===== config.mk =====
export PLATFORM = sky130hd
export DESIGN_NAME = tcr_timer
export DESIGN_NICKNAME = d
export VERILOG_FILES = /design/src/pkg/tcr_pkg.sv /design/src/verilog/tcr_edge_detect.sv /design/src/verilog/tcr_timer.sv
export SDC_FILE = /design/constraint.sdc
export NUM_CORES = 1
export LEC_CHECK = 0
export BUFFER_PORTS_ARGS = -buffer_cell sky130_fd_sc_hd__buf_4
export CELL_PAD_IN_SITES_DETAIL_PLACEMENT = 1
export CELL_PAD_IN_SITES_GLOBAL_PLACEMENT = 1
export CORE_MARGIN = 3
export CORE_UTILIZATION = 35
export CTS_BUF_LIST = sky130_fd_sc_hd__clkbuf_16
export DETAILED_ROUTE_END_ITERATION = 8
export PLACE_DENSITY_LB_ADDON = 0.25
export SLEW_MARGIN = 5
export SYNTH_ARGS = -nofsm -noshare
export SYNTH_HDL_FRONTEND = slang
export SYNTH_SLANG_ARGS = --single-unit

===== constraint.sdc =====
create_clock -name core_clk -period 2.5 [get_ports core_clk]
set_input_delay 0 -clock core_clk [delete_from_list [all_inputs] [get_ports core_clk]]
set_output_delay 0 -clock core_clk [all_outputs]
set_load 0.02 [all_outputs]

===== src/pkg/tcr_pkg.sv =====
// Purpose: Constants and types for the sixteen-bit timer/counter
// Assumes: AHB-Lite register access, one core clock
// Notes: Count bytes hold their value through reset

package tcr_pkg;
  // ----------------------------------------------------------------
  // Register offsets
  // ----------------------------------------------------------------
  localparam logic [7:0] TCR_OFS_CTRL = 8'h00;
  localparam logic [7:0] TCR_OFS_COUNT_LO = 8'h04;
  localparam logic [7:0] TCR_OFS_COUNT_HI = 8'h08;
  localparam logic [7:0] TCR_OFS_STATUS = 8'h0C;
  localparam logic [7:0] TCR_OFS_IRQ_EN = 8'h10;

  // ----------------------------------------------------------------
  // Field positions and values
  // ----------------------------------------------------------------
  localparam int TCR_CTRL_WIDTH = 6;
  localparam logic [5:0] TCR_CTRL_RESET = 6'h00;
  localparam int TCR_FLAG_BIT = 0;
  localparam logic [3:0] TCR_MODE_SPECIAL_TRIG = 4'hB;
  localparam logic [15:0] TCR_COUNT_MAX = 16'hFFFF;
  localparam logic [15:0] TCR_COUNT_ZERO = 16'h0000;
  localparam int TCR_SYNC_STAGES = 2;

  // Prescale field encodings
  localparam logic [1:0] TCR_PRE_1 = 2'h0;
  localparam logic [1:0] TCR_PRE_2 = 2'h1;
  localparam logic [1:0] TCR_PRE_4 = 2'h2;
  localparam logic [1:0] TCR_PRE_8 = 2'h3;

  // ----------------------------------------------------------------
  // Types
  // ----------------------------------------------------------------
  typedef struct packed {
    logic [1:0] input_prescale_field;
    logic osc_enable_bit;
    logic sync_bypass_bit;
    logic clock_source_select;
    logic timer_run_bit;
  } tcr_ctrl_type;

  typedef struct packed {
    logic [3:0] compare_mode_field;
    logic [15:0] compare_value_pair;
    logic adc_enable;
  } tcr_cmp_type;
endpackage


===== src/verilog/tcr_edge_detect.sv =====
// Purpose: Rising edge pulse from the external count input
// Assumes: Pin input sampled on core_clk
// Notes: Arms only after a falling edge seen while enabled
`timescale 1ns/1ps
`default_nettype none
module tcr_edge_detect
  import tcr_pkg::*;
(
  input wire logic core_clk,
  input wire logic nrst,
  input wire logic pin_in,
  input wire logic bypass,
  input wire logic arm_clr,
  output logic rise
);
  logic [TCR_SYNC_STAGES-1:0] sync_q;
  logic sel;
  logic prev;
  logic armed;

  // ----------------------------------------------------------------
  // Synchroniser
  // ----------------------------------------------------------------
  always_ff @(posedge core_clk or negedge nrst) begin
    if (!nrst) begin
      sync_q <= '0;
    end else begin
      sync_q <= {sync_q[TCR_SYNC_STAGES-2:0], pin_in};
    end
  end

  assign sel = bypass ? pin_in : sync_q[TCR_SYNC_STAGES-1];

  // ----------------------------------------------------------------
  // Edge and arming
  // ----------------------------------------------------------------
  always_ff @(posedge core_clk or negedge nrst) begin
    if (!nrst) begin
      prev <= 1'b0;
    end else begin
      prev <= sel;
    end
  end

  always_ff @(posedge core_clk or negedge nrst) begin
    if (!nrst) begin
      armed <= 1'b0;
    end else if (arm_clr) begin
      armed <= 1'b0;
    end else if (prev && !sel) begin
      armed <= 1'b1;
    end
  end

  assign rise = armed && !prev && sel;

  // ----------------------------------------------------------------
  // Checks
  // ----------------------------------------------------------------
  a_no_rise_unarmed: assert property (@(posedge core_clk) disable iff (!nrst)
    !armed |-> !rise) else $error("rise before falling edge");
  a_arm_after_fall: assert property (@(posedge core_clk) disable iff (!nrst)
    (prev && !sel && !arm_clr) |=> armed) else $error("not armed");
endmodule // tcr_edge_detect
`default_nettype wire


===== src/verilog/tcr_timer.sv =====
// Purpose: Sixteen-bit timer/counter with prescaler and compare reset
// Assumes: AHB-Lite slave, zero wait states, word accesses
// Notes: Count bytes carry no reset; control clears on nrst
//
// Register access over AHB-Lite and the placing of the registers were decided locally.
`timescale 1ns/1ps
`default_nettype none
module tcr_timer
  import tcr_pkg::*;
(
  input wire logic core_clk,
  input wire logic nrst,
  input wire logic hsel,
  input wire logic [31:0] haddr,
  input wire logic [1:0] htrans,
  input wire logic hwrite,
  input wire logic [2:0] hsize,
  input wire logic [31:0] hwdata,
  input wire logic hready,
  output logic hreadyout,
  output logic hresp,
  output logic [31:0] hrdata,
  input wire logic ext_clk_pin,
  input wire logic osc_in_pin,
  output logic osc_out_en,
  input wire logic sleep,
  input wire tcr_cmp_type cmp,
  output logic adc_start,
  output logic irq
);
  tcr_ctrl_type ctrl;
  logic [15:0] count;
  logic [15:0] next_count;
  logic [2:0] pre;
  logic [2:0] pre_mask;
  logic overflow_flag;
  logic overflow_irq_enable;
  logic wr_pend;
  logic [7:0] wr_addr;
  logic wr_ctrl, wr_lo, wr_hi, wr_stat, wr_ien;
  logic ext_rise, pulse_in, tick, count_ok, inc, trig, wrap;
  logic async_mode;

  // ----------------------------------------------------------------
  // Bus slave
  // ----------------------------------------------------------------
  logic acc;
  assign acc = hsel && htrans[1] && hready;
  assign hreadyout = 1'b1;
  assign hresp = 1'b0;

  always_ff @(posedge core_clk or negedge nrst) begin
    if (!nrst) begin
      wr_pend <= 1'b0;
      wr_addr <= 8'h00;
    end else begin
      wr_pend <= acc && hwrite;
      wr_addr <= haddr[7:0];
    end
  end

  assign wr_ctrl = wr_pend && (wr_addr == TCR_OFS_CTRL);
  assign wr_lo = wr_pend && (wr_addr == TCR_OFS_COUNT_LO);
  assign wr_hi = wr_pend && (wr_addr == TCR_OFS_COUNT_HI);
  assign wr_stat = wr_pend && (wr_addr == TCR_OFS_STATUS);
  assign wr_ien = wr_pend && (wr_addr == TCR_OFS_IRQ_EN);

  // Registered read data taken from the settled count
  always_ff @(posedge core_clk or negedge nrst) begin
    if (!nrst) begin
      hrdata <= 32'h0000_0000;
    end else if (acc && !hwrite) begin
      if (haddr[7:0] == TCR_OFS_CTRL) begin
        hrdata <= {26'h0, ctrl};
      end else if (haddr[7:0] == TCR_OFS_COUNT_LO) begin
        hrdata <= {24'h0, count[7:0]};
      end else if (haddr[7:0] == TCR_OFS_COUNT_HI) begin
        hrdata <= {24'h0, count[15:8]};
      end else if (haddr[7:0] == TCR_OFS_STATUS) begin
        hrdata <= {31'h0, overflow_flag};
      end else if (haddr[7:0] == TCR_OFS_IRQ_EN) begin
        hrdata <= {31'h0, overflow_irq_enable};
      end else begin
        hrdata <= 32'h0000_0000;
      end
    end
  end

  // ----------------------------------------------------------------
  // Control and enables
  // ----------------------------------------------------------------
  always_ff @(posedge core_clk or negedge nrst) begin
    if (!nrst) begin
      ctrl <= TCR_CTRL_RESET;
    end else if (wr_ctrl) begin
      ctrl <= hwdata[TCR_CTRL_WIDTH-1:0];
    end
  end

  always_ff @(posedge core_clk or negedge nrst) begin
    if (!nrst) begin
      overflow_irq_enable <= 1'b0;
    end else if (wr_ien) begin
      overflow_irq_enable <= hwdata[TCR_FLAG_BIT];
    end
  end

  assign osc_out_en = ctrl.osc_enable_bit;
  assign async_mode = ctrl.clock_source_select && ctrl.sync_bypass_bit;

  // ----------------------------------------------------------------
  // Input edge and prescaler
  // ----------------------------------------------------------------
  tcr_edge_detect u_edge (
    .core_clk(core_clk),
    .nrst(nrst),
    .pin_in(ctrl.osc_enable_bit ? osc_in_pin : ext_clk_pin),
    .bypass(ctrl.sync_bypass_bit),
    .arm_clr(!(ctrl.timer_run_bit && ctrl.clock_source_select)),
    .rise(ext_rise)
  );

  assign pulse_in = ctrl.timer_run_bit &&
    (ctrl.clock_source_select ? ext_rise : 1'b1);

  always_comb begin
    case (ctrl.input_prescale_field)
      TCR_PRE_1: pre_mask = 3'h0;
      TCR_PRE_2: pre_mask = 3'h1;
      TCR_PRE_4: pre_mask = 3'h3;
      default: pre_mask = 3'h7;
    endcase
  end

  always_ff @(posedge core_clk or negedge nrst) begin
    if (!nrst) begin
      pre <= 3'h0;
    end else if (wr_lo || wr_hi) begin
      pre <= 3'h0;
    end else if (pulse_in) begin
      pre <= (pre & pre_mask) == pre_mask ? 3'h0 : pre + 3'h1;
    end
  end

  assign tick = pulse_in && ((pre & pre_mask) == pre_mask);
  // Synced counter and timer halt in sleep; prescaler keeps going
  assign count_ok = !sleep || async_mode;
  assign inc = tick && count_ok;

  // ----------------------------------------------------------------
  // Count, trigger and overflow
  // ----------------------------------------------------------------
  assign trig = (cmp.compare_mode_field == TCR_MODE_SPECIAL_TRIG) &&
    (count == cmp.compare_value_pair) && !async_mode;
  assign wrap = inc && (count == TCR_COUNT_MAX) && !trig &&
    !wr_lo && !wr_hi;

  always_comb begin
    next_count = count;
    if (inc) begin
      next_count = count + 16'h0001;
    end
    if (trig) begin
      next_count = TCR_COUNT_ZERO;
    end
    if (wr_lo) begin
      next_count = {count[15:8], hwdata[7:0]};
    end
    if (wr_hi) begin
      next_count = {hwdata[7:0], count[7:0]};
    end
  end

  // No reset: contents survive every reset
  always_ff @(posedge core_clk) begin
    count <= next_count;
  end

  always_ff @(posedge core_clk or negedge nrst) begin
    if (!nrst) begin
      adc_start <= 1'b0;
    end else begin
      adc_start <= trig && cmp.adc_enable && !wr_lo && !wr_hi;
    end
  end

  // Set wins over the write-one clear
  always_ff @(posedge core_clk or negedge nrst) begin
    if (!nrst) begin
      overflow_flag <= 1'b0;
    end else if (wrap) begin
      overflow_flag <= 1'b1;
    end else if (wr_stat && hwdata[TCR_FLAG_BIT]) begin
      overflow_flag <= 1'b0;
    end
  end

  assign irq = overflow_flag && overflow_irq_enable;

  // ----------------------------------------------------------------
  // Checks
  // ----------------------------------------------------------------
  a_trig_clears_count: assert property (@(posedge core_clk) disable iff (!nrst)
    (trig && !wr_lo && !wr_hi) |=> count == 16'h0000)
    else $error("trigger did not clear count");
  a_write_beats_trig: assert property (@(posedge core_clk) disable iff (!nrst)
    (trig && wr_lo) |=> count[7:0] == $past(hwdata[7:0]))
    else $error("write lost to trigger");
  a_async_no_trig: assert property (@(posedge core_clk) disable iff (!nrst)
    async_mode |-> !trig) else $error("trigger in async mode");
  a_wrap_sets_flag: assert property (@(posedge core_clk) disable iff (!nrst)
    wrap |=> overflow_flag && count == 16'h0000)
    else $error("wrap missed flag");
  a_irq_gated: assert property (@(posedge core_clk) disable iff (!nrst)
    irq == (overflow_flag && overflow_irq_enable))
    else $error("interrupt gating wrong");
  a_write_clears_pre: assert property (@(posedge core_clk) disable iff (!nrst)
    (wr_lo || wr_hi) |=> pre == 3'h0)
    else $error("prescaler not cleared");
  a_sleep_sync_hold: assert property (@(posedge core_clk) disable iff (!nrst)
    (sleep && !async_mode && !trig && !wr_lo && !wr_hi) |=>
    count == $past(count)) else $error("counted in sleep");
  a_osc_follows_bit: assert property (@(posedge core_clk) disable iff (!nrst)
    wr_ctrl |=> osc_out_en == $past(hwdata[3]))
    else $error("oscillator enable wrong");
  // Count has no reset, so the hold is judged by stability
  a_stop_holds: assert property (@(posedge core_clk) disable iff (!nrst)
    (!ctrl.timer_run_bit && !trig && !wr_lo && !wr_hi) |=>
    $stable(count)) else $error("stopped counter moved");
  a_adc_pulse: assert property (@(posedge core_clk) disable iff (!nrst)
    adc_start |-> $past(trig) && $past(cmp.adc_enable))
    else $error("conversion start without trigger");

  c_wrap: cover property (@(posedge core_clk) disable iff (!nrst) wrap);
  c_trig: cover property (@(posedge core_clk) disable iff (!nrst)
    trig && cmp.adc_enable);
  c_async_sleep: cover property (@(posedge core_clk) disable iff (!nrst)
    inc && sleep && async_mode);
  c_flag_clear: cover property (@(posedge core_clk) disable iff (!nrst)
    overflow_flag ##1 !overflow_flag);
endmodule // tcr_timer
`default_nettype wire


==> results of run 1 <==
## metrics by stage
stage               utilization [%]  cell area, um^2
floorplan                         -             3050
global placement               42.9             3420
detailed placement             42.9             3420
CTS                            47.3             3770
global route                   47.3             3770
finish                         47.3             3770
## cell usage in the layout, fill, tap and decap left out, types with 2 or more instances in the layout
cell	netlist	final
sky130_fd_sc_hd__a21boi_0	3	3
sky130_fd_sc_hd__a21oi_1	8	8
sky130_fd_sc_hd__a22oi_1	2	2
sky130_fd_sc_hd__and2_1	4	4
sky130_fd_sc_hd__and3_1	2	2
sky130_fd_sc_hd__buf_4	26	66
sky130_fd_sc_hd__clkbuf_16	0	6
sky130_fd_sc_hd__conb_1	2	26
sky130_fd_sc_hd__dfrtp_1	33	33
sky130_fd_sc_hd__dlygate4sd3_1	0	19
sky130_fd_sc_hd__edfxtp_1	16	16
sky130_fd_sc_hd__ha_1	2	2
sky130_fd_sc_hd__inv_1	3	3
sky130_fd_sc_hd__mux2_4	6	6
sky130_fd_sc_hd__mux2i_1	8	8
sky130_fd_sc_hd__nand2_1	41	41
sky130_fd_sc_hd__nand3_1	14	14
sky130_fd_sc_hd__nand3b_1	2	2
sky130_fd_sc_hd__nand4_1	4	4
sky130_fd_sc_hd__nand4b_1	2	2
sky130_fd_sc_hd__nor2_1	14	14
sky130_fd_sc_hd__nor2b_1	5	5
sky130_fd_sc_hd__nor3_1	4	4
sky130_fd_sc_hd__nor4_1	9	9
sky130_fd_sc_hd__o21ai_0	16	16
sky130_fd_sc_hd__o21bai_1	2	2
sky130_fd_sc_hd__o31ai_1	16	16
sky130_fd_sc_hd__or3_1	2	2
sky130_fd_sc_hd__xnor2_1	9	9
sky130_fd_sc_hd__xor2_1	21	21
## layout make-up
class | instances | area, um^2 | share of cell area (%)
clock inverters | 2 | 11.3 | 0.299
inverters | 3 | 11.3 | 0.299
flip-flops and latches | 49 | 1310 | 34.7
clock buffers | 6 | 150 | 3.98
multi-input cells | 235 | 1480 | 39.2
well taps | 102 | 128 | 3.39
repair buffers | 85 | 686 | 18.2
## where the power goes
part / switching (W) / total (W) / internal [W]
clock: 0.000295 / 0.000724 / 0.000429
sequential: 0.0000394 / 0.000911 / 0.000872
combinational: 0.000162 / 0.000297 / 0.000135
## metal layers
layer  vias up  global-route usage [%]
li1       1171                       -
met1      1188                    24.4
met2        85                    28.2
met3        10                    2.64
met4         0                    5.43
met5         -                       0
## worst register-to-register path: cells and delay by family, from the launching register on
kind	cells	cell delay, ns
buf+inv	1	0.21
flops	1	0.50
simple gates	2	0.57
xor+xnor	1	0.24
compound gates	2	0.44
## sequential cells by signal, indices dropped and copies added, names as in the netlist
signal               cells
overflow_flag            1
wr_addr                  8
u_edge.armed             1
adc_start                1
hrdata                   8
u_edge.sync_q            2
u_edge.prev              1
pre                      3
overflow_irq_enable      1
wr_pend                  1
osc_out_en               1
ctrl                     5
count                   16
## repair_timing
item | 4_1_cts | 5_1_grt
resized for setup | 0 | 0
setup endpoints to repair | 0 | 0
buffers inserted | 0 | 0
hold endpoints to repair | 50 | 0
hold buffers | 19 | 0
## cell families after synthesis
family                     count (synthesis)  share of synthesized area (%)
and+or+nand+nor                          112                           19.9
DFF                                       49                           44.1
other                                      2                          0.253
xor gates and xnor gates                  30                           8.87
AOI/OAI and AO/OA                         50                           10.8
adders and majority gates                  2                          0.844
muxes                                     15                           6.12
buffers and inverters                     41                           9.12
## path summary, 6_finish.rpt
kind | endpoint
setup reg to reg | count[1]
setup / recovery | count[1]
hold / removal | count[7]
hold reg to reg | u_edge.sync_q[1]
max in group asynchronous | ctrl[1]
min in group asynchronous | wr_addr[5]
==> impl_metrics.toml, run 1 <==
[global_route]
track_usage_pct = 17.5
grt_start_max_net_pins = 34
first_global_vias = 2548
grt_pass1_wl_um = 13400
globalRouteOverflowTotal = 0
antenna_found_initial = 0

[place]
routabilityCongestion = 0.847
dp_hpwl_um = 6210
placement.io_buffers = 56
post-place-ws_ns = 0.328
dp_cells = 455

[routing]
highest-signal-layer = "met4"
postRouteWirelength_um = 8270
dr_total_vias = 2454
drt-initial-drc-count = 107
met3_length_um = 527
detail-route-antenna-nets = 0
routed_length_on_met2_um = 3830
wl_per_cell_um = 17.2
first_pass_iters = 4
routed_metal_1_wirelength_um = 3780
drt-vias-per-instance = 5.09
drc_errors = 0

[clock_tree]
tritoncts = "built"
clock_sink_count = 49
cts.clk_slew.worst_paths_ns = 0.07
cts_made_buffers = 5
clockBufferDepth = 2
htree_num_levels = 2
clk_latency_ns = 0.29
clockRootBuffer = "sky130_fd_sc_hd__clkbuf_16"

[floorplanning]
initial_core_util_pct = 37.2
die_area_um2 = 9600
chipWidth_um = 98.0
num_rows = 32
count_of_pins_on_the_block_boundary = 135
die_height_um = 98.0
coreArea_um2 = 7970

[logic_synthesis]
yosys-top-cells-count = "sky130_fd_sc_hd__nand2_1, sky130_fd_sc_hd__dfrtp_1, sky130_fd_sc_hd__buf_4, sky130_fd_sc_hd__xor2_1"
dominantRegCellSynth = "sky130_fd_sc_hd__dfrtp_1"
syn_avg_cell_area_um2 = 9.84
postSynth.asyncResetShare_pct = 67.3
synth_area_um2 = 2960
count_of_state_elements_after_synthesis = 49
seq_area_frac_synth_pct = 44.1
synth_cell_type_count = 45
synthesis.instances = 301
synth_warnings = 0
synth_edf_count = 16
netlist.area_leader.share_pct = 27.9
synthMostInstantiatedCell = "sky130_fd_sc_hd__nand2_1"
post_synth_main_area_contributors = "sky130_fd_sc_hd__dfrtp_1, sky130_fd_sc_hd__edfxtp_1, sky130_fd_sc_hd__buf_4, sky130_fd_sc_hd__xor2_1, sky130_fd_sc_hd__nand2_1"
synth.largest_area_cell = "sky130_fd_sc_hd__dfrtp_1"

[critical_path]
critical_path_arrival_ns = 2.23
critPathTopFamily = "simple AND/OR/NAND/NOR gates"
critPathSlowestCell = "sky130_fd_sc_hd__edfxtp_1"
cp.required_ns = 2.49
critical_path.reg2reg.startpoint = "count[12]"
reg2reg_depth = 6
setup.worst_path.start = "count[12]"
critical-path-max-stage-delay_ns = 0.50
start_kind = "register"
timing_worst_setup_path_type = "reg2reg"
path_max_fanout = 8
r2r_setup_slack_ns = 0.26
path_cells = "xor2_1 > nor4_1 > nand3_1 > o32a_1 > a21oi_1 > buf_4"
worst_setup_path_end_kind = "register"
critical_path_cell_count = 6
cp.buffers_inverters = 1

[pwr]
power_density_nw_per_um2 = 513
power.static_leakage_nw = 1.59
power.total_w = 0.00193
peakVddDrop_v = 0.000285

[final_layout]
area.growth.synth_to_final_pct = 27.2
final_net_count = 479
n_fill_cell = 918
antenna_cells_inserted = 0
final-instance-count-excl-fill = 482
fraction_of_layout_cells_with_a_size_suffix_above_1_pct = 22.9

[outcome]
outcome = "complete, no violations"

[sta]
rsz0062_at_grt = "false"
achievable-frequency_mhz = 446
setup_tns_ns = 0
max_slew.worst_pin.slew_ns = 0.603
max-slew-margin-rel_pct = 59.4
final_clock_skew_ns = 0.00646
setup_viol = 0
worst_hold_slack_ns = 0.00738
hold_viol_final = 0
final_period_minus_worst_setup_slack_ns = 2.24
final_ws_setup_ns = 0.258
final_min_period_over_clock_period_pct = 89.7
drv_slew = 0

[worst_hold_path]
startpoint_of_the_lowest_slack_hold_path = "hwdata[7]"
worst_min_path_class = "in2reg"
min_path_cells = 3

[run]
max_cap_violations = 0
No activity file was read; power rests on OpenSTA's default activity.
==> inputs of run 2 (changes only) <==
- CORE_ASPECT_RATIO: not set -> 1.4
- CORE_UTILIZATION: 35 -> 34
- SYNTH_HIERARCHICAL: not set -> 1
==> impl_metrics.toml, run 2 <==
[logic_synthesis]
synth_area_um2 = 2930
synth_cell_type_count = 41
postSynth.asyncResetShare_pct = 67.3
dominantRegCellSynth = "sky130_fd_sc_hd__dfrtp_1"
synthesis.instances = 301
synth_simple_gate_area_share_pct = 20.1
seq_area_frac_synth_pct = 44.6
post_synth_xor_area_fraction_pct = 9.28
synth_warnings = 6
syn_avg_cell_area_um2 = 9.72
synthMostInstantiatedCell = "sky130_fd_sc_hd__nand2_1"
netlist.area_leader.share_pct = 28.2
count_of_state_elements_after_synthesis = 49
synth_edf_count = 16
post_synthesis_share_of_cell_area_spent_on_full_adders_half_adders_and_majority_gates_pct = 0.855
synth_mux_area_share_pct = 5.30
compound_gate_portion_of_the_synthesized_area_pct = 10.6
synth_top_family_by_area = "simple AND/OR/NAND/NOR gates"
synth.largest_area_cell = "sky130_fd_sc_hd__dfrtp_1"
post_synth_main_area_contributors = "sky130_fd_sc_hd__dfrtp_1, sky130_fd_sc_hd__edfxtp_1, sky130_fd_sc_hd__xor2_1, sky130_fd_sc_hd__buf_4, sky130_fd_sc_hd__nand2_1"
yosys-top-cells-count = "sky130_fd_sc_hd__nand2_1, sky130_fd_sc_hd__dfrtp_1, sky130_fd_sc_hd__buf_4, sky130_fd_sc_hd__xor2_1, sky130_fd_sc_hd__edfxtp_1"

[sta]
final_ws_setup_ns = 0.247
max-slew-margin-rel_pct = 59.9
achievable-frequency_mhz = 444
final_period_minus_worst_setup_slack_ns = 2.25
hold_viol_final = 0
final_min_period_over_clock_period_pct = 90.1
setup_tns_ns = 0
worst_hold_slack_ns = 0.00879
drv_slew = 0
final_clock_skew_ns = 0.00667
setup_viol = 0
rsz0062_at_grt = "false"
max_slew.worst_pin.slew_ns = 0.598

[critical_path]
worst_flop_to_flop_path_endpoint = "count[3]"
cp.buffers_inverters = 1
r2r_setup_slack_ns = 0.25
setup.worst_path.start = "osc_out_en"
path_max_fanout = 8
worst_setup_path_end_kind = "register"
reg2reg_depth = 8
cp-endpoint = "count[3]"
path_cells = "mux2_2 > mux2_4 > nor3b_1 > o21ai_0 > a21oi_1 > a2bb2oi_1 > a21oi_1 > buf_4"
critical-path-max-stage-delay_ns = 0.41
critPathTopFamily = "compound AO/OA/AOI/OAI gates"
critical_path.reg2reg.startpoint = "osc_out_en"
critical_path_arrival_ns = 2.30
timing_worst_setup_path_type = "reg2reg"
start_kind = "register"
critical_path_cell_count = 8
critPathSlowestCell = "sky130_fd_sc_hd__dfrtp_1"
cpMostUsedCell = "sky130_fd_sc_hd__a21oi_1"
cp.required_ns = 2.55

[floorplanning]
chipWidth_um = 84.4
count_of_pins_on_the_block_boundary = 135
num_rows = 39
die_area_um2 = 9770
coreArea_um2 = 8250
die_height_um = 116
initial_core_util_pct = 35.5

[clock_tree]
cts.clk_slew.worst_paths_ns = 0.06
htree_num_levels = 2
postCtsSetupRepairBufs = 0
tritoncts = "built"
cts_resized = 0
clk_latency_ns = 0.29
clock_sink_count = 49
cts_made_buffers = 5
ctsHoldBuffers = 17
clockRootBuffer = "sky130_fd_sc_hd__clkbuf_16"
clockBufferDepth = 2

[outcome]
outcome = "complete, no violations"

[run]
max_cap_violations = 0

[final_layout]
final_design_area_no_fill_um2 = 3690
largest_reg_flops = 16
final_cell_mix = "sky130_fd_sc_hd__buf_4, sky130_fd_sc_hd__nand2_1, sky130_fd_sc_hd__dfrtp_1, sky130_fd_sc_hd__conb_1, sky130_fd_sc_hd__xor2_1"
layout.cells.most_common = "sky130_fd_sc_hd__buf_4"
area.growth.synth_to_final_pct = 26.1
largest-register = "count"
antenna_cells_inserted = 0
multi_input_area_um2 = 1450
register_area_um2 = 1310
n_fill_cell = 961
largest_registers = "count x16, hrdata x8, wr_addr x8"
final_net_count = 477
fraction_of_layout_cells_with_a_size_suffix_above_1_pct = 22.5

[worst_hold_path]
min_path_cells = 2
worst_min_path_class = "in2reg"

[global_route]
grt_start_max_net_pins = 34
globalRouteOverflowTotal = 0
track_usage_pct = 17.8
first_global_vias = 2598
grt_pass1_wl_um = 13500
antenna_found_initial = 0

[routing]
first_pass_iters = 4
drc_errors = 0
wl_per_cell_um = 17.3
drt-vias-per-instance = 5.11
postRouteWirelength_um = 8320
dr_total_vias = 2451
drt-initial-drc-count = 98
detail-route-antenna-nets = 0

[pwr]
power_density_nw_per_um2 = 500
power.total_w = 0.00184
peakVddDrop_v = 0.000234
power.static_leakage_nw = 1.54

[place]
routabilityCongestion = 0.815
dp_hpwl_um = 6600
placement.io_buffers = 56
post-place-ws_ns = 0.231
placed_area_um2 = 3380
-- run 2: metrics by stage --
stage	cells	util (%)
6_report	480	44.7
5_1_grt	480	44.7
4_1_cts	480	44.7
3_5_place_dp	455	41.0
3_3_place_gp	455	41.0
2_1_floorplan	325	-
-- run 2: cell families after synthesis --
logic type                 count (synthesis)
and+or+nand+nor                          113
AOI/OAI and AO/OA                         49
DFF                                       49
buffers and inverters                     41
xor gates and xnor gates                  31
muxes                                     14
adders and majority gates                  2
other                                      2
-- run 2: how the worst min path moves through the flow --
stage	slack, ns	start	endpoint
floorplan	-0.30	nrst	adc_start
global placement	-0.03	nrst	wr_pend
detailed placement	-0.03	nrst	wr_addr[6]
CTS	0.0006	hwdata[7]	count[7]
global route	0.007	hwdata[0]	ctrl[0]
finish	0.009	htrans[1]	wr_pend
-- run 2: final cells by class --
type                       instances  area share (%)
multi-input combinational        235            39.2
sequential                        49            35.4
timing repair buffer              81            17.6
tap                              102            3.46
clock buffer                       5            3.39
inverter                           5           0.509
clock inverter                     3           0.373
-- run 2: routing by layer --
metal	wire length [um]	track usage, %	share of wire (%)	vias to the layer above
met3	407	3.06	4.9	12
met2	4450	32.9	53	77
met4	191	6.23	2.3	0
met1	3270	20.8	39	1203
li1	-	-	-	1159
met5	0	0	0	-
-- run 2: power breakdown --
group	switching [W]	total, W	leakage [nW]	internal [W]
clock network	0.000288	0.000652	0.0748	0.000364
logic	0.000155	0.000285	0.898	0.000130
registers	0.0000388	0.000908	0.563	0.000869
